[src/rtl/cei_pkg.sv]
/*
 cei_pkg: register map, field positions and reset values of the comparator
 event interrupt block. Assumes a 32-bit APB slave with word-aligned registers.
*/
package cei_pkg;
	localparam int NUM_CMP = 2;
	// byte offsets of the register words
	localparam logic [7:0] OFF_CTRL0 = 8'h00;
	localparam logic [7:0] OFF_CTRL1 = 8'h04;
	localparam logic [7:0] OFF_STAT = 8'h08;
	localparam logic [7:0] OFF_FLAG = 8'h0C;
	localparam logic [7:0] OFF_ENA = 8'h10;
	localparam logic [7:0] OFF_ICTL = 8'h14;
	// comparator_control fields
	localparam int EVSEL_LO = 3;
	localparam int EVSEL_HI = 4;
	localparam int INV_BIT = 5;
	// peripheral_flag_reg / peripheral_enable_reg lowest comparator bit
	localparam int FLAG_LSB = 5;
	// interrupt_control_reg bits
	localparam int PERIPHERAL_IRQ_ENABLE_BIT = 6;
	localparam int GIE_BIT = 7;
	localparam logic [31:0] RST_WORD = 32'h0000_0000;
	typedef enum logic [1:0] {
		CEI_EV_NONE = 2'b00,
		CEI_EV_RISE = 2'b01,
		CEI_EV_FALL = 2'b10,
		CEI_EV_ANY = 2'b11
	} cei_evsel_t;
	typedef struct packed {
		logic inv;
		cei_evsel_t evsel;
	} cei_cfg_t;
endpackage

[src/rtl/cei_edge.sv]
/*
 cei_edge: one comparator channel - synchroniser, optional inversion and
 event detection. Assumes cmp_raw is asynchronous to pclk.
*/
`timescale 1ns/1ps
module cei_edge (
	input wire logic pclk,
	input wire logic presetn,
	input wire logic ce,
	input wire logic cmp_raw,
	input wire cei_pkg::cei_cfg_t cfg,
	output logic cmp_out,
	output logic event_hit
);
	logic sync1_q, sync2_q, prev_q;
	wire logic rise, fall;

	// two-stage synchroniser, then a history bit for edge detection
	always_ff @(posedge pclk or negedge presetn) begin
		if (!presetn) begin
			sync1_q <= 1'b0;
			sync2_q <= 1'b0;
			prev_q <= 1'b0;
		end else if (ce) begin
			sync1_q <= cmp_raw;
			sync2_q <= sync1_q;
			prev_q <= sync2_q;
		end
	end

	// inversion applies to both the reported level and the detection
	assign cmp_out = sync2_q ^ cfg.inv;
	// prev gets the same inversion; xor with inv cancels out for edges
	assign rise = ce && (cmp_out && !(prev_q ^ cfg.inv));
	assign fall = ce && (!cmp_out && (prev_q ^ cfg.inv));
	assign event_hit = (cfg.evsel == cei_pkg::CEI_EV_RISE && rise)
		|| (cfg.evsel == cei_pkg::CEI_EV_FALL && fall)
		|| (cfg.evsel == cei_pkg::CEI_EV_ANY && (rise || fall));
endmodule

[src/rtl/cei_top.sv]
/*
 cei_top: comparator event interrupt controller with an APB register port.
 Assumes comparator outputs arrive asynchronously; one system clock domain.
*/
// The register addresses and the APB register port were left to the implementer.
// Behaviour
// - two-bit event select at control bits 4:3 picks the triggering transitions
// - control bit 5 inverts the comparator output before detection and reporting
// - select 01 flags rising edges only, 10 falling edges only
// - select 11 flags every change in either direction
// - select 00 never flags, whatever the inversion
// - a flag stays set until software writes it to zero
// - software writing one to a flag sets it like a hardware event
// - comparator flags sit at bits 6 and 5 of the flag register
// - request needs channel enable, peripheral enable bit 6, global enable bit 7
// - flags still set while any enable is clear
`timescale 1ns/1ps
module cei_top #(
	parameter int NCMP = cei_pkg::NUM_CMP
) (
	input wire logic pclk,
	input wire logic presetn,
	input wire logic ce,
	input wire logic psel,
	input wire logic penable,
	input wire logic pwrite,
	input wire logic [7:0] paddr,
	input wire logic [31:0] pwdata,
	output logic [31:0] prdata,
	output logic pready,
	output logic pslverr,
	input wire logic [NCMP-1:0] cmp_raw,
	output logic [NCMP-1:0] comparator_output,
	output logic irq
);
	logic [5:0] ctrl_q [NCMP];
	logic [NCMP-1:0] flag_q, flag_d, ena_q;
	logic peripheral_irq_enable_q, gie_q;
	logic [31:0] rdata_q;
	logic [NCMP-1:0] hit;
	cei_pkg::cei_cfg_t cfg [NCMP];

	// per-channel edge detectors
	for (genvar i = 0; i < NCMP; i++) begin : g_ch
		assign cfg[i].inv = ctrl_q[i][cei_pkg::INV_BIT];
		assign cfg[i].evsel = cei_pkg::cei_evsel_t'(ctrl_q[i][cei_pkg::EVSEL_HI:cei_pkg::EVSEL_LO]);
		cei_edge u_edge (
			.pclk(pclk),
			.presetn(presetn),
			.ce(ce),
			.cmp_raw(cmp_raw[i]),
			.cfg(cfg[i]),
			.cmp_out(comparator_output[i]),
			.event_hit(hit[i])
		);
	end

	// apb decode: zero wait states, access phase commits
	wire logic acc = psel && penable && ce;
	wire logic wr = acc && pwrite;
	wire logic rd = acc && !pwrite;
	wire logic a_ctrl0 = paddr == cei_pkg::OFF_CTRL0;
	wire logic a_ctrl1 = paddr == cei_pkg::OFF_CTRL1;
	wire logic a_stat = paddr == cei_pkg::OFF_STAT;
	wire logic a_flag = paddr == cei_pkg::OFF_FLAG;
	wire logic a_ena = paddr == cei_pkg::OFF_ENA;
	wire logic a_ictl = paddr == cei_pkg::OFF_ICTL;
	wire logic mapped = a_ctrl0 | a_ctrl1 | a_stat | a_flag | a_ena | a_ictl;
	wire logic [NCMP-1:0] wflag = pwdata[cei_pkg::FLAG_LSB +: NCMP];

	// flag and enable words share one layout, so both reads place their
	// bits through the same helper; a change of FLAG_LSB moves both at once
	function automatic logic [31:0] place_field(input logic [NCMP-1:0] f);
		place_field = 32'(f) << cei_pkg::FLAG_LSB;
	endfunction

	assign pready = 1'b1;
	assign pslverr = psel && penable && !mapped;
	assign prdata = rdata_q;

	// hardware set wins over a software zero in the same cycle
	always_comb begin
		flag_d = flag_q;
		if (wr && a_flag)
			flag_d = wflag;
		flag_d = flag_d | hit;
	end

	// irq gating: every enable level must be set
	assign irq = gie_q && peripheral_irq_enable_q && |(flag_q & ena_q);

	// read mux; status is the post-inversion output, for software history
	wire logic [31:0] rmux =
		a_ctrl0 ? {26'h0, ctrl_q[0]} :
		a_ctrl1 ? {26'h0, ctrl_q[1]} :
		a_stat ? {{(32-NCMP){1'b0}}, comparator_output} :
		a_flag ? place_field(flag_q) :
		a_ena ? place_field(ena_q) :
		a_ictl ? {24'h0, gie_q, peripheral_irq_enable_q, 6'h00} : cei_pkg::RST_WORD;

	// register file
	always_ff @(posedge pclk or negedge presetn) begin
		if (!presetn) begin
			ctrl_q[0] <= 6'h00;
			ctrl_q[1] <= 6'h00;
			flag_q <= '0;
			ena_q <= '0;
			peripheral_irq_enable_q <= 1'b0;
			gie_q <= 1'b0;
			rdata_q <= cei_pkg::RST_WORD;
		end else if (ce) begin
			flag_q <= flag_d;
			if (wr && a_ctrl0)
				ctrl_q[0] <= pwdata[5:0];
			if (wr && a_ctrl1)
				ctrl_q[1] <= pwdata[5:0];
			if (wr && a_ena)
				ena_q <= wflag;
			if (wr && a_ictl) begin
				peripheral_irq_enable_q <= pwdata[cei_pkg::PERIPHERAL_IRQ_ENABLE_BIT];
				gie_q <= pwdata[cei_pkg::GIE_BIT];
			end
			if (psel && !penable && !pwrite)
				rdata_q <= rmux;
		end
	end

	// assertions
	a_flag_sticky: assert property (@(posedge pclk) disable iff (!presetn)
		(ce && $past(flag_q[0]) && !$past(wr && a_flag)) |-> flag_q[0])
		else $error("flag cleared without a write");
	a_hit_sets: assert property (@(posedge pclk) disable iff (!presetn)
		hit[0] |=> flag_q[0]) else $error("event did not set flag");
	a_none_quiet: assert property (@(posedge pclk) disable iff (!presetn)
		(cfg[0].evsel == cei_pkg::CEI_EV_NONE) |-> !hit[0]) else $error("event in mode 00");
	a_irq_gate: assert property (@(posedge pclk) disable iff (!presetn)
		irq |-> (gie_q && peripheral_irq_enable_q)) else $error("irq without global enables");
	a_sw_set: assert property (@(posedge pclk) disable iff (!presetn)
		(wr && a_flag && pwdata[cei_pkg::FLAG_LSB]) |=> flag_q[0]) else $error("sw set lost");
	a_rise_only: assert property (@(posedge pclk) disable iff (!presetn)
		(hit[0] && cfg[0].evsel == cei_pkg::CEI_EV_RISE) |-> comparator_output[0])
		else $error("rise mode hit on low");
	a_fall_only: assert property (@(posedge pclk) disable iff (!presetn)
		(hit[0] && cfg[0].evsel == cei_pkg::CEI_EV_FALL) |-> !comparator_output[0])
		else $error("fall mode hit on high");
	a_any_change: assert property (@(posedge pclk) disable iff (!presetn)
		(ce && $past(ce) && cfg[0].evsel == cei_pkg::CEI_EV_ANY && $stable(cfg[0].inv)
		&& comparator_output[0] != $past(comparator_output[0])) |-> hit[0])
		else $error("change missed");

	// second channel: the same guards, so a slip in the channel index of
	// the generate loop or of the flag field cannot hide behind channel 0
	a_flag_sticky1: assert property (@(posedge pclk) disable iff (!presetn)
		(ce && $past(flag_q[1]) && !$past(wr && a_flag)) |-> flag_q[1])
		else $error("flag 1 cleared without a write");

	// an event on channel 1 must land in its own flag bit
	a_hit_sets1: assert property (@(posedge pclk) disable iff (!presetn)
		hit[1] |=> flag_q[1])
		else $error("event did not set flag 1");

	// select 00 keeps channel 1 silent whatever the inversion
	a_none_quiet1: assert property (@(posedge pclk) disable iff (!presetn)
		(cfg[1].evsel == cei_pkg::CEI_EV_NONE) |-> !hit[1])
		else $error("event in mode 00 on channel 1");

	// a software one in the upper flag bit must set channel 1
	a_sw_set1: assert property (@(posedge pclk) disable iff (!presetn)
		(wr && a_flag && pwdata[cei_pkg::FLAG_LSB + 1]) |=> flag_q[1])
		else $error("sw set lost on channel 1");

	// rising mode on channel 1 only fires with the output high
	a_rise_only1: assert property (@(posedge pclk) disable iff (!presetn)
		(hit[1] && cfg[1].evsel == cei_pkg::CEI_EV_RISE) |-> comparator_output[1])
		else $error("rise mode hit on low, channel 1");

	// falling mode on channel 1 only fires with the output low
	a_fall_only1: assert property (@(posedge pclk) disable iff (!presetn)
		(hit[1] && cfg[1].evsel == cei_pkg::CEI_EV_FALL) |-> !comparator_output[1])
		else $error("fall mode hit on high, channel 1");

	// any-change mode on channel 1 must catch every output step with the inversion steady
	a_any_change1: assert property (@(posedge pclk) disable iff (!presetn)
		(ce && $past(ce) && cfg[1].evsel == cei_pkg::CEI_EV_ANY && $stable(cfg[1].inv)
		&& comparator_output[1] != $past(comparator_output[1])) |-> hit[1])
		else $error("change missed on channel 1");

	// a request needs a pending flag that is also enabled; an enable on
	// its own must never reach the processor
	a_irq_needs_flag: assert property (@(posedge pclk) disable iff (!presetn)
		irq |-> |(flag_q & ena_q))
		else $error("irq without an enabled flag");

	// all three enable levels set with a pending flag must raise the line
	a_irq_all_set0: assert property (@(posedge pclk) disable iff (!presetn)
		(gie_q && peripheral_irq_enable_q && flag_q[0] && ena_q[0]) |-> irq)
		else $error("irq missing with all enables set, channel 0");

	// same for channel 1, which uses the upper enable bit
	a_irq_all_set1: assert property (@(posedge pclk) disable iff (!presetn)
		(gie_q && peripheral_irq_enable_q && flag_q[1] && ena_q[1]) |-> irq)
		else $error("irq missing with all enables set, channel 1");

	// flipping the inversion bit alone must flip the reported level
	a_inv_flips0: assert property (@(posedge pclk) disable iff (!presetn)
		($changed(cfg[0].inv) && $stable(g_ch[0].u_edge.sync2_q))
		|-> $changed(comparator_output[0]))
		else $error("inversion not applied, channel 0");

	// the same for channel 1
	a_inv_flips1: assert property (@(posedge pclk) disable iff (!presetn)
		($changed(cfg[1].inv) && $stable(g_ch[1].u_edge.sync2_q))
		|-> $changed(comparator_output[1]))
		else $error("inversion not applied, channel 1");

	// no event unless the synchronised level differs from last cycle;
	// this is what keeps an inversion change from faking an edge
	a_edge_needs_step0: assert property (@(posedge pclk) disable iff (!presetn)
		(g_ch[0].u_edge.sync2_q == g_ch[0].u_edge.prev_q) |-> !hit[0])
		else $error("event without a step, channel 0");

	// the same for channel 1
	a_edge_needs_step1: assert property (@(posedge pclk) disable iff (!presetn)
		(g_ch[1].u_edge.sync2_q == g_ch[1].u_edge.prev_q) |-> !hit[1])
		else $error("event without a step, channel 1");

	// with the inversion steady, an event means the reported level moved
	a_hit_moves0: assert property (@(posedge pclk) disable iff (!presetn)
		(hit[0] && $stable(cfg[0].inv)) |-> comparator_output[0] != $past(comparator_output[0]))
		else $error("event with steady output, channel 0");

	// the same for channel 1
	a_hit_moves1: assert property (@(posedge pclk) disable iff (!presetn)
		(hit[1] && $stable(cfg[1].inv)) |-> comparator_output[1] != $past(comparator_output[1]))
		else $error("event with steady output, channel 1");

	// control writes land whole: select and inversion together
	a_ctrl_write0: assert property (@(posedge pclk) disable iff (!presetn)
		(wr && a_ctrl0) |=> ctrl_q[0] == $past(pwdata[5:0]))
		else $error("control 0 write lost");

	// second control word
	a_ctrl_write1: assert property (@(posedge pclk) disable iff (!presetn)
		(wr && a_ctrl1) |=> ctrl_q[1] == $past(pwdata[5:0]))
		else $error("control 1 write lost");

	// channel enables take the same bit positions as the flags
	a_ena_write: assert property (@(posedge pclk) disable iff (!presetn)
		(wr && a_ena) |=> ena_q == $past(wflag))
		else $error("enable write lost");

	// global and peripheral enables come from their own bits
	a_ictl_write: assert property (@(posedge pclk) disable iff (!presetn)
		(wr && a_ictl) |=> (gie_q == $past(pwdata[cei_pkg::GIE_BIT])
		&& peripheral_irq_enable_q == $past(pwdata[cei_pkg::PERIPHERAL_IRQ_ENABLE_BIT])))
		else $error("interrupt control write lost");

	// writing zeros with no event pending clears every flag
	a_flag_clear: assert property (@(posedge pclk) disable iff (!presetn)
		(wr && a_flag && wflag == '0 && hit == '0) |=> flag_q == '0)
		else $error("software clear lost");

	// a flag is still caught while the global enable is off
	a_flag_no_gie: assert property (@(posedge pclk) disable iff (!presetn)
		(hit[1] && !gie_q) |=> flag_q[1])
		else $error("flag lost with global enable clear");

	// a frozen cycle must leave the flags untouched; ce low blocks events
	// as well as bus writes, so nothing may sneak in
	a_ce_freeze: assert property (@(posedge pclk) disable iff (!presetn)
		$past(!ce) |-> $stable(flag_q))
		else $error("flags moved while frozen");

	// flag read shows the flags in their documented bit positions
	a_flag_read: assert property (@(posedge pclk) disable iff (!presetn)
		(ce && psel && !penable && !pwrite && a_flag)
		|=> prdata[cei_pkg::FLAG_LSB +: NCMP] == $past(flag_q))
		else $error("flag read misplaced");

	// status read returns the reported levels software keeps as history
	a_stat_read: assert property (@(posedge pclk) disable iff (!presetn)
		(ce && psel && !penable && !pwrite && a_stat)
		|=> prdata[NCMP-1:0] == $past(comparator_output))
		else $error("status read wrong");

	// read data holds between read setups, so a slow master still sees it
	a_rdata_hold: assert property (@(posedge pclk) disable iff (!presetn)
		!(ce && psel && !penable && !pwrite) |=> $stable(prdata))
		else $error("read data moved");

	// zero wait states: the slave never stretches an access
	a_ready_high: assert property (@(posedge pclk) disable iff (!presetn)
		pready)
		else $error("pready low");

	// an access to a hole in the map must report an error
	a_err_hole: assert property (@(posedge pclk) disable iff (!presetn)
		(psel && penable && !a_ctrl0 && !a_ctrl1 && !a_stat && !a_flag && !a_ena
		&& !a_ictl) |-> pslverr)
		else $error("unmapped access not refused");

	// an access to the status, flag, enable or interrupt control word must not report an error
	a_err_quiet: assert property (@(posedge pclk) disable iff (!presetn)
		(psel && penable && (a_flag || a_ena || a_ictl || a_stat)) |-> !pslverr)
		else $error("mapped access refused");
endmodule

[config.mk]
export PLATFORM = sky130hd
export DESIGN_NAME = cei_top
export DESIGN_NICKNAME = d
export VERILOG_FILES = /design/src/rtl/cei_pkg.sv /design/src/rtl/cei_edge.sv /design/src/rtl/cei_top.sv
export SDC_FILE = /design/constraint.sdc
export NUM_CORES = 1
export LEC_CHECK = 0
export ABC_AREA = 0
export ABC_CLOCK_PERIOD_IN_PS = 1650
export BUFFER_PORTS_ARGS = -buffer_cell sky130_fd_sc_hd__buf_2
export CORE_AREA = 4 4 68 70
export DETAILED_ROUTE_END_ITERATION = 10
export DIE_AREA = 0 0 72 74
export PLACE_DENSITY_LB_ADDON = 0.1
export SKIP_LAST_GASP = 1
export SLEW_MARGIN = 20
export SYNTH_ARGS = -nofsm -noshare
export SYNTH_HDL_FRONTEND = slang
export SYNTH_SLANG_ARGS = --single-unit
[constraint.sdc]
create_clock -name pclk -period 1.65 [get_ports pclk]
set_input_delay 0.0825 -clock pclk [delete_from_list [all_inputs] [get_ports pclk]]
set_output_delay 0.0825 -clock pclk [all_outputs]
set_load 0.03 [all_outputs]
* After elaboration in Yosys (flattened, before gate mapping)
Index checks and enable logic that the tools add are counted.
** Storage, ports and cells
- Logic and storage cells :: 89
- Output and inout bits :: 37
- Input bits :: 48
- Register bits :: 56
** Cells by class
- Equality and inequality tests :: 11
- Bitwise logic cells :: 11
- Reductions and logical operators :: 47
- Multiplexer cells :: 7
** Operators by type and width (count)
- 2-to-1 mux 8 bit :: 6
- logical AND 1 bit :: 27
- equality test 8 x 4 -> 1 bit, second input constant :: 2
- equality test 8 x 5 -> 1 bit, second input constant :: 2
- AND reduction 2 bit :: 5
- equality test 2 bit, second input constant :: 4
- equality test 8 x 3 -> 1 bit, second input constant :: 1
- zero test 8 bit :: 1
- zero test 1 bit :: 7
- logical OR 1 bit :: 6
- OR 1 bit :: 5
- equality test 2 x 1 -> 1 bit, second input constant :: 2
- bitwise XOR 1 bit :: 4
- AND 2 bit :: 1
- 2-to-1 mux 2 bit :: 1
- OR 2 bit :: 1
- OR reduction 2 bit :: 1

* Depth between registers and ports, before layout
Gate-level depths: netlist of run 1.
- Word-level depth :: 8
- Gate-level depth with buffers :: 6
- Depth with buffers taken out :: 4

* By module
A second synthesis of run 1 with hierarchy kept.
** Unflattened totals
- Cell total of the unflattened synthesis :: 163
- Area total of the unflattened synthesis :: 1794.2 sq um
** Modules (own cells, without submodules)
- cei_top :: times used 1, cells an instance 139, area an instance 1476.4 sq um, seq. area each 650.6 sq um
- cei_edge :: times used 2, cells an instance 12, area an instance 158.9 sq um, seq. area each 75.1 sq um

* Least setup slack after synthesis of run 1
OpenSTA, ideal clock, no wires.
- Path kind :: input-to-reg
- Start :: input paddr[5]
- End :: register ctrl_q (netlist bit cfg[3])
- Required time :: 1.525 ns
- Buffers on the path :: 1
- Setup slack :: -0.011 ns
- Arrival :: 1.536 ns
- Stages :: 5
- Setup time :: 0.125 ns
- Path through :: or4_4 -> or3_4 -> nand2b_4 -> buf_6 -> mux2_4
** On the way
- Word-level cells in the longest chain between the ends :: 3
** Ends and longest elaborated chain
- start, declared :: RTL line cei_top.sv:27 : input wire logic [7:0] paddr,
- zero test 8 bit :: RTL line cei_top.sv:62 : wire logic a_ctrl0 = paddr == cei_pkg::OFF_CTRL0;
- logical AND 1 bit :: RTL line cei_top.sv:113 : if (wr && a_ctrl0)
- AND reduction 2 bit (no line)
- end, declared :: RTL line cei_top.sv:36 : logic [5:0] ctrl_q [NCMP];
Every way passes these cells.
A chain may end at the register's enable or synchronous reset.

* Worst setup path after layout of run 1
- Start :: input paddr[5]
- End :: register ctrl_q (netlist bit cfg[2])
** On the way
- Word-level cells in the longest chain between the ends :: 3
** Ends and longest elaborated chain
- equality test 8 x 3 -> 1 bit :: RTL line cei_top.sv:63 : wire logic a_ctrl1 = paddr == cei_pkg::OFF_CTRL1;
- logical AND 1 bit :: RTL line cei_top.sv:115 : if (wr && a_ctrl1)
- AND reduction 2 bit (no line)
Every way passes these cells.

==> impl_metrics.yaml, run 1 <==
setup_path:
  endpoint_kind: "flip-flop"
  crit_chain: "buf_2 > or4_4 > or3_4 > nor2_4 > mux2_2"
  critical_path.endpoint: "cfg[2]"
  cp-startpoint: "paddr[5]"
  r2r_cells: 4
  slowest_stage: "or4_4"
  cp_data_arrival_time_ns: 1.67
  critical_path_required_ns: 1.81
  path_depth: 5
  reg2reg_to: "flag_q[0]"
  reg2reg_from: "cfg[5]"
  critical_path_class: "in2reg"
  max_stage_delay_ns: 0.54
  critPathMaxFanout: 6
  r2r_slack_ns: 0.20
  critical_path.top_delay_family: "simple AND/OR/NAND/NOR gates"
  path_buf_inv: 1
  cp-start-kind: "primary input"
floorplanning:
  initial_core_util_pct: 46.5
  die_height_um: 74
  fp.coreArea_sq_mm: 0.00397
  chipWidth_um: 72
  rows: 23
  design.portCount: 85
  dieArea_sq_mm: 0.00533
global_route:
  grtUsageMet2_pct: 25.0
  top_usage_layer: "met2"
  grt_first_pass_wirelength_um: 6270
  grt.met3_usage_pct: 5.00
  grt_overflow: 0
  met1_usage_pct: 19.3
  antenna_found_initial: 0
  grt_max_degree: 33
  grt_pass1_vias: 1275
  grtUsageTotal_pct: 15.2
power:
  peakVddDrop_mv: 0.603
  power.switching_uw: 485
  internal_power_uw: 1350
  switching_share_pct: 26.4
  combinationalPowerShare_pct: 14.3
  leakagePower_uw: 0.00105
  power-per-cell-area_mw_per_mm2: 881
  clkPwrFrac_pct: 39.8
  p_seq_share_pct: 45.8
placed_design:
  gp_congestion: 0.809
  dpl.cell_count: 247
  io_buffers: 35
  dp_hpwl_um: 2950
synthesis:
  synth_area_sq_mm: 0.00185
  yosysUniqueCellTypes: 40
  synth_area_per_cell_sq_um: 11.0
  yosysTopAreaCell: "dfrtp_1"
  synth.area.top_cells: "dfrtp_1 (43%), buf_4 (11%), mux2_2 (9.8%)"
  synth_flop_cell: "dfrtp_1"
  synth_top_area_share_pct: 43.4
  ys_seq_area_share_pct: 43.4
  synth_edf_count: 0
  synth-seq-cells: 32
  async_flop_share_pct: 100
  synthCells: 168
  ys_warn_count: 0
sta:
  setup_viol: 0
  fmax_ghz: 0.663
  skew_ns: 0.00718
  rsz0062_at_grt: "false"
  fin_crit_sh_pct: 91.4
  drv_slew: 0
  min_period_ns: 1.51
  worst_slew_pin_slew_ns: 0.703
  relSlewSlack_pct: 53.2
  worst_hold_slack_ns: 0.0313
  hold_viol_final: 0
cells_and_area:
  fin_nets: 253
  final_cell_mix: "buf_2 (35), dfrtp_1 (32), conb_1 (25)"
  syn2layout_area_growth_pct: 12.9
  final.fill_count: 368
  final_core_util_pct: 52.5
  antenna_cells: 0
  layoutNonFillerInstCount: 256
  drive_gt1_share_pct: 35.4
  layout_commonest_cell: "buf_2"
clock_network:
  cts_tree: "built"
  tritoncts.num_buffers: 5
  path_clk_slew_ns: 0.06
  cts_root_buf: "clkbuf_8"
  htree_levels: 2
  cts_setup_buffers: 0
  clkLatencyLatePin_ns: 0.28
  cts_sinks: 32
  clockBufferDepth: 2
flow_run:
  cap_viol_max_count: 0
drt:
  routedWlPerCell_um: 14.5
  drtIter0Drc: 71
  avgViaCountPerCell: 5.01
  drc: 0
  num_vias: 1282
  ant_nets: 0
  first_pass_iters: 4
  wl_um: 3700
outcome:
  run_status: "complete, no violations"
worst_hold_path:
  min_path_type: "in2reg"
## cells in the mapped netlist, types with 2 or more instances
cell type / count
nand2_1: 15
nor3_1: 2
nor2_1: 7
nor2b_1: 2
dfrtp_1: 32
o31a_1: 2
o31ai_1: 5
nand3b_1: 2
xor2_1: 2
buf_4: 27
mux2_2: 16
clkbuf_1: 5
nand4b_1: 2
and2_1: 2
a221o_1: 2
or4bb_1: 2
conb_1: 2
nand3_1: 2
o21ai_0: 2
a2bb2oi_1: 2
nand2b_1: 2
mux2i_1: 8
a21oi_1: 3
mux2_4: 6
## state kept, by name (all words and copies together), names as in the netlist
signal and flops:
g_ch.u_edge.prev_q 2, prdata 8, peripheral_irq_enable_q 1, g_ch.u_edge.sync1_q 2
ctrl_q 6, gie_q 1, g_ch.u_edge.sync2_q 2, ena_q 2
cfg 6, flag_q 2
## worst min-delay path by stage
stage | start | to | slack [ns] | cells after the start
6_report | cmp_raw[0] | g_ch[0].u_edge.sync1_q | 0.03 | 2
3_5_place_dp | presetn | g_ch[1].u_edge.sync1_q | 0.17 | 1
4_1_cts | cmp_raw[0] | g_ch[0].u_edge.sync1_q | 0.03 | 2
2_1_floorplan | presetn | cfg[0] | -0.21 | 0
3_3_place_gp | presetn | g_ch[1].u_edge.sync1_q | 0.17 | 1
5_1_grt | pwdata[7] | gie_q | 0.03 | 2
## worst reg2reg max path: stages, from the launching register on
cell and delay, ns:
dfrtp_1 0.46, or4bb_1 0.52, nand4_1 0.13, a221o_1 0.17, o31a_1 0.12
## cells by family (layout without fill, tap and decap cells)
| family | after synthesis | after routing | synth area share [%] |
|---|---|---|---|
| muxes | 30 | 30 | 19.0 |
| AOI/OAI and AO/OA | 20 | 20 | 7.93 |
| xor gates and xnor gates | 2 | 2 | 0.949 |
| buffers and inverters | 34 | 49 | 12.8 |
| other | 2 | 25 | 0.407 |
| and+or+nand+nor | 48 | 48 | 15.6 |
| DFF | 32 | 32 | 43.4 |
## power groups by stage
| stage | logic (uW) | clock network (uW) | registers (uW) |
|---|---|---|---|
| 6_report | 263 | 732 | 842 |
| 5_1_grt | 287 | 803 | 848 |
| 4_1_cts | 265 | 744 | 842 |
| 3_5_place_dp | 263 | 0 | 857 |
| 3_3_place_gp | 261 | 0 | 856 |
| 2_1_floorplan | 241 | 0 | 849 |
## final cells by class
class	instances	area, sq um	area share (%)
clock buffer	6	72.6	3.48
clock inverter	2	35.0	1.68
inverter	1	3.75	0.180
multi-input combinational	125	896	43.0
sequential	32	801	38.4
tap	50	62.6	3.00
timing repair buffer	40	215	10.3
## metal layers
| layer | routed length, um | share of wire (%) |
|---|---|---|
| met5 | 0 | 0 |
| met4 | 37 | 1.0 |
| met3 | 282 | 7.6 |
| met2 | 1770 | 48 |
| met1 | 1610 | 44 |
## through the flow
step                TNS, ns  area [sq um]  setup slack [ns]  power [uW]
floorplan           -0.0663          1930           -0.0111        1090
global placement      -1.13          1970            -0.103        1120
detailed placement    -1.37          1970            -0.152        1120
CTS                       0          2090             0.136        1850
global route              0          2090             0.116        1940
finish                    0          2090             0.142        1840
## repair_timing
item / in CTS / in global routing
endpoints found under the hold margin: 32 / 0
hold buffers: 1 / 0
resized for setup: 0 / 0
No activity file was read; power rests on OpenSTA's default activity.
==> run 2: changes to the inputs <==
--- a/config.mk
+++ b/config.mk
@@ -8,12 +8,14 @@
 export ABC_AREA = 0
 export ABC_CLOCK_PERIOD_IN_PS = 1650
 export BUFFER_PORTS_ARGS = -buffer_cell sky130_fd_sc_hd__buf_2
-export CORE_AREA = 4 4 68 70
+export CELL_PAD_IN_SITES_DETAIL_PLACEMENT = 2
+export CELL_PAD_IN_SITES_GLOBAL_PLACEMENT = 2
+export CORE_AREA = 4 4 88 90
+export CTS_CLUSTER_SIZE = 12
 export DETAILED_ROUTE_END_ITERATION = 10
-export DIE_AREA = 0 0 72 74
+export DIE_AREA = 0 0 92 94
 export PLACE_DENSITY_LB_ADDON = 0.1
 export SKIP_LAST_GASP = 1
-export SLEW_MARGIN = 20
 export SYNTH_ARGS = -nofsm -noshare
 export SYNTH_HDL_FRONTEND = slang
 export SYNTH_SLANG_ARGS = --single-unit
==> impl_metrics.yaml, run 2 (synthesis results as in run 1) <==
outcome:
  run_status: "complete, no violations"
global_route:
  grt_overflow: 0
  antenna_found_initial: 0
  grtUsageTotal_pct: 12.1
  grt_first_pass_wirelength_um: 8120
  grt_pass1_vias: 1515
  grt_max_degree: 33
clock_network:
  cts_sinks: 32
  clkLatencyLatePin_ns: 0.29
  cts.repair.resized: 0
  cts_tree: "built"
  cts_root_buf: "clkbuf_8"
  path_clk_slew_ns: 0.07
  tritoncts.num_buffers: 5
  clockBufferDepth: 2
  htree_levels: 2
power:
  power-per-cell-area_mw_per_mm2: 862
  p_seq_share_pct: 44.7
  peakVddDrop_mv: 0.287
  leakagePower_uw: 0.00107
  combinationalPowerShare_pct: 14.8
  power.switching_uw: 533
  fin_total_pwr_uw: 1890
  clkPwrFrac_pct: 40.5
  switching_share_pct: 28.3
  internal_power_uw: 1350
cells_and_area:
  final_cell_mix: "buf_2 (35), dfrtp_1 (32), conb_1 (25)"
  layout_commonest_cell: "buf_2"
  drive_gt1_share_pct: 37.4
  fin_nets: 258
  antenna_cells: 0
  largest_reg_flops: 8
  syn2layout_area_growth_pct: 18.5
sta:
  min_period_ns: 1.49
  worst_slew_pin_slew_ns: 0.787
  skew_ns: 0.00753
  fmax_ghz: 0.671
  hold_viol_final: 0
  relSlewSlack_pct: 47.5
  worst_hold_slack_ns: 0.0285
  rsz0062_at_grt: "false"
  drv_slew: 0
  fin_crit_sh_pct: 90.3
  setup_viol: 0
floorplanning:
  initial_core_util_pct: 26.2
  dieArea_sq_mm: 0.00865
  chipWidth_um: 92
  die_height_um: 94
  design.portCount: 85
  fp.coreArea_sq_mm: 0.00706
  rows: 31
setup_path:
  critical_path_class: "reg2reg"
  endpoint_kind: "flip-flop"
  critical_path_required_ns: 1.87
  slowest_stage: "or4bb_1"
  cp-start-kind: "flip-flop"
  critPathMaxFanout: 7
  cp_data_arrival_time_ns: 1.71
  max_stage_delay_ns: 0.51
  crit_chain: "or4bb_1 > nand4_1 > a221o_1 > o31a_1"
drt:
  drc: 0
  ant_nets: 0
  avgViaCountPerCell: 4.29
  num_vias: 1329
  wl_um: 4980
  routedWlPerCell_um: 16.1
  first_pass_iters: 4
  drtIter0Drc: 44
placed_design:
  gp_congestion: 0.697
  dp_hpwl_um: 3980
  io_buffers: 35
flow_run:
  cap_viol_max_count: 0
worst_hold_path:
  min_path_type: "in2reg"
==> run 2: changes by cell type in the layout (fill, tap and decap cells not counted), sizes merged <==
cell,previous run,this run
clkinvlp,0,1
clkbuf,6,5
buf,39,44
==> run 2: final timing paths <==
check / from / to / slack (ns) / cells after the start
max reg2reg: g_ch[0].u_edge.sync2_q / flag_q[0] / 0.16 / 4
max: g_ch[0].u_edge.sync2_q / flag_q[0] / 0.16 / 4
min reg2reg: prdata[2] / prdata[2] / 0.49 / 2
min: cmp_raw[1] / g_ch[1].u_edge.sync1_q / 0.03 / 2
min in group asynchronous: presetn / prdata[0] / 0.41 / 2
max in group asynchronous: presetn / flag_q[0] / 0.73 / 2
==> run 2: timing repair <==
action / 4_1_cts / 5_1_grt
hold buffers: 1 / 0
buffers inserted: 0 / 0
endpoints found under the hold margin: 32 / 0
==> run 2: critical path: cells and delay by family, from the launching register on <==
family | cells | cell delay, ns
AO/OA/AOI/OAI | 2 | 0.31
flip-flops | 1 | 0.44
AND/OR/NAND/NOR | 2 | 0.67
==> run 2: area by class of cell <==
class                      instances  area [sq um]
clock inverter                     3          42.5
timing repair buffer              45           253
multi-input combinational        125           896
fill                             813          4870
inverter                           1          3.75
sequential                        32           801
tap                               99           124
clock buffer                       5          68.8
==> run 2: through the flow <==
stage	instance area [sq um]	instances	util (%)	worst slack [ns]	TNS (ns)
after floorplan	1930	191	-	-0.0111	-0.0663
after global placement	2070	301	29.3	-0.103	-1.20
after detailed placement	2070	301	29.3	-0.131	-1.46
after CTS	2190	310	31.0	0.131	0
after global routing	2190	310	31.0	0.0651	0
final	2190	310	31.0	0.160	0
==> run 2: power groups by stage <==
stage,logic [uW],clock network [uW],registers [uW]
2_1_floorplan,241,0,849
3_3_place_gp,274,0,856
3_5_place_dp,280,0,859
4_1_cts,282,798,843
5_1_grt,304,835,850
6_report,280,764,843
==> run 2: layer usage <==
layer	GRT usage, %	wire (um)	part of all wire, %
met5	0	0	0
met4	2.97	41	0.82
met3	3.93	301	6.0
met2	20.9	2480	50
met1	14.7	2150	43
==> run 3: changes to the inputs <==
--- a/config.mk
+++ b/config.mk
@@ -7,15 +7,16 @@
 export LEC_CHECK = 0
 export ABC_AREA = 0
 export ABC_CLOCK_PERIOD_IN_PS = 1650
-export BUFFER_PORTS_ARGS = -buffer_cell sky130_fd_sc_hd__buf_2
 export CELL_PAD_IN_SITES_DETAIL_PLACEMENT = 2
 export CELL_PAD_IN_SITES_GLOBAL_PLACEMENT = 2
-export CORE_AREA = 4 4 88 90
+export CORE_AREA = 4 4 76 78
 export CTS_CLUSTER_SIZE = 12
 export DETAILED_ROUTE_END_ITERATION = 10
-export DIE_AREA = 0 0 92 94
+export DIE_AREA = 0 0 80 82
+export DONT_BUFFER_PORTS = 1
 export PLACE_DENSITY_LB_ADDON = 0.1
 export SKIP_LAST_GASP = 1
 export SYNTH_ARGS = -nofsm -noshare
 export SYNTH_HDL_FRONTEND = slang
 export SYNTH_SLANG_ARGS = --single-unit
+export TNS_END_PERCENT = 30
==> impl_metrics.yaml, run 3 (synthesis results as in run 1) <==
outcome:
  run_status: "complete, no violations"
setup_path:
  r2r_cells: 4
  endpoint_kind: "flip-flop"
  path_depth: 4
  slowest_stage: "or4bb_1"
  max_stage_delay_ns: 0.52
  critical_path_required_ns: 1.87
  critical_path.top_delay_family: "simple AND/OR/NAND/NOR gates"
  crit_chain: "or4bb_1 > nand4_1 > a221o_1 > o31a_1"
  path_buf_inv: 0
  cp-start-kind: "flip-flop"
  critPathMaxFanout: 7
  critical_path_class: "reg2reg"
  cp_data_arrival_time_ns: 1.73
drt:
  first_pass_iters: 4
  avgViaCountPerCell: 4.86
  ant_nets: 0
  drc: 0
  num_vias: 1248
  drtIter0Drc: 42
  routedWlPerCell_um: 17.9
  wl_um: 4590
placed_design:
  io_buffers: 0
  dpl.cell_count: 233
  dp_hpwl_um: 3480
  gp_congestion: 0.713
worst_hold_path:
  min_path_type: "in2reg"
  min_delay_path_depth: 3
floorplanning:
  dieArea_sq_mm: 0.00656
  fp.coreArea_sq_mm: 0.00507
  design.portCount: 85
  chipWidth_um: 80
  die_height_um: 82
  initial_core_util_pct: 36.4
  rows: 26
cells_and_area:
  syn2layout_area_growth_pct: 14.9
  antenna_cells: 0
  final_core_util_pct: 41.8
  layout_commonest_cell: "dfrtp_1"
  largest_reg_flops: 8
  layoutNonFillerInstCount: 257
  drive_gt1_share_pct: 21.9
  final_cell_mix: "dfrtp_1 (32), conb_1 (25), mux2_2 (16)"
  fin_nets: 234
  final.fill_count: 557
sta:
  worst_slew_pin_slew_ns: 0.666
  min_period_ns: 1.51
  worst_hold_slack_ns: 0.0315
  rsz0062_at_grt: "false"
  hold_viol_final: 0
  skew_ns: 0.00718
  drv_slew: 0
  setup_viol: 0
  relSlewSlack_pct: 55.8
  fin_crit_sh_pct: 91.6
  fmax_ghz: 0.662
global_route:
  grt_pass1_vias: 1457
  antenna_found_initial: 0
  grt_max_degree: 33
  grt_first_pass_wirelength_um: 7520
  grtUsageTotal_pct: 15.1
  grt_overflow: 0
clock_network:
  clkLatencyLatePin_ns: 0.28
  tritoncts.num_buffers: 5
  cts_tree: "built"
  htree_levels: 2
  path_clk_slew_ns: 0.07
  clockBufferDepth: 2
  cts.repair.resized: 0
  cts_hold_buf: 16
  cts_sinks: 32
  cts_setup_buffers: 0
  cts_root_buf: "clkbuf_8"
power:
  peakVddDrop_mv: 0.598
  leakagePower_uw: 0.000976
  fin_total_pwr_uw: 1940
  power-per-cell-area_mw_per_mm2: 915
flow_run:
  cap_viol_max_count: 0
run 3: cell count changes in the layout (fill, tap and decap cells not counted), sizes merged:
cell         change
clkinv           -1
dlygate4sd3     +14
clkinvlp         -1
clkbuf           +2
buf             -38
run 3: final timing paths:
kind	startpoint	to	slack, ns
worst max-delay path	g_ch[0].u_edge.sync2_q	flag_q[0]	0.14
worst min-delay path	paddr[6]	prdata[6]	0.03
worst max register to register	g_ch[0].u_edge.sync2_q	flag_q[0]	0.14
worst min register to register	ctrl_q[2]	ctrl_q[2]	0.51
max in group asynchronous	presetn	flag_q[0]	1.23
min in group asynchronous	presetn	prdata[2]	0.24
run 3: per-stage QoR:
stage,setup TNS [ns],cell area (sq um),setup slack [ns]
global placement,-0.248,1830,-0.0432
global route,0,2120,0.0882
floorplan,-0.0663,1930,-0.0111
detailed placement,-0.300,1830,-0.0553
finish,0,2120,0.139
CTS,0,2120,0.130
run 3: cell type report:
type	count	area [sq um]	share of cell area [%]
clock buffers	7	96.3	4.54
clock inverters	1	30.0	1.42
inverters	1	3.75	0.177
multi-input cells	125	896	42.2
flip-flops and latches	32	801	37.7
well taps	70	87.6	4.13
repair buffers	21	208	9.79
run 3: per-layer routing:
metal  GRT usage (%)  wire (um)  vias to the layer above
met3            4.17        321                        6
met5               0          0                        -
met2            27.2       2280                       43
li1                -          -                      576
met1            17.5       1930                      623
met4            4.56         61                        0
run 3: where the power goes:
part	internal [uW]	total, uW	switching, uW
logic	102	266	164
registers	814	845	30.8
clock network	533	832	299
run 3: tightest hold or removal path: stages:
cell and delay [ns]:
nor2_1 0.04, nand2_1 0.08, o31ai_1 0.07
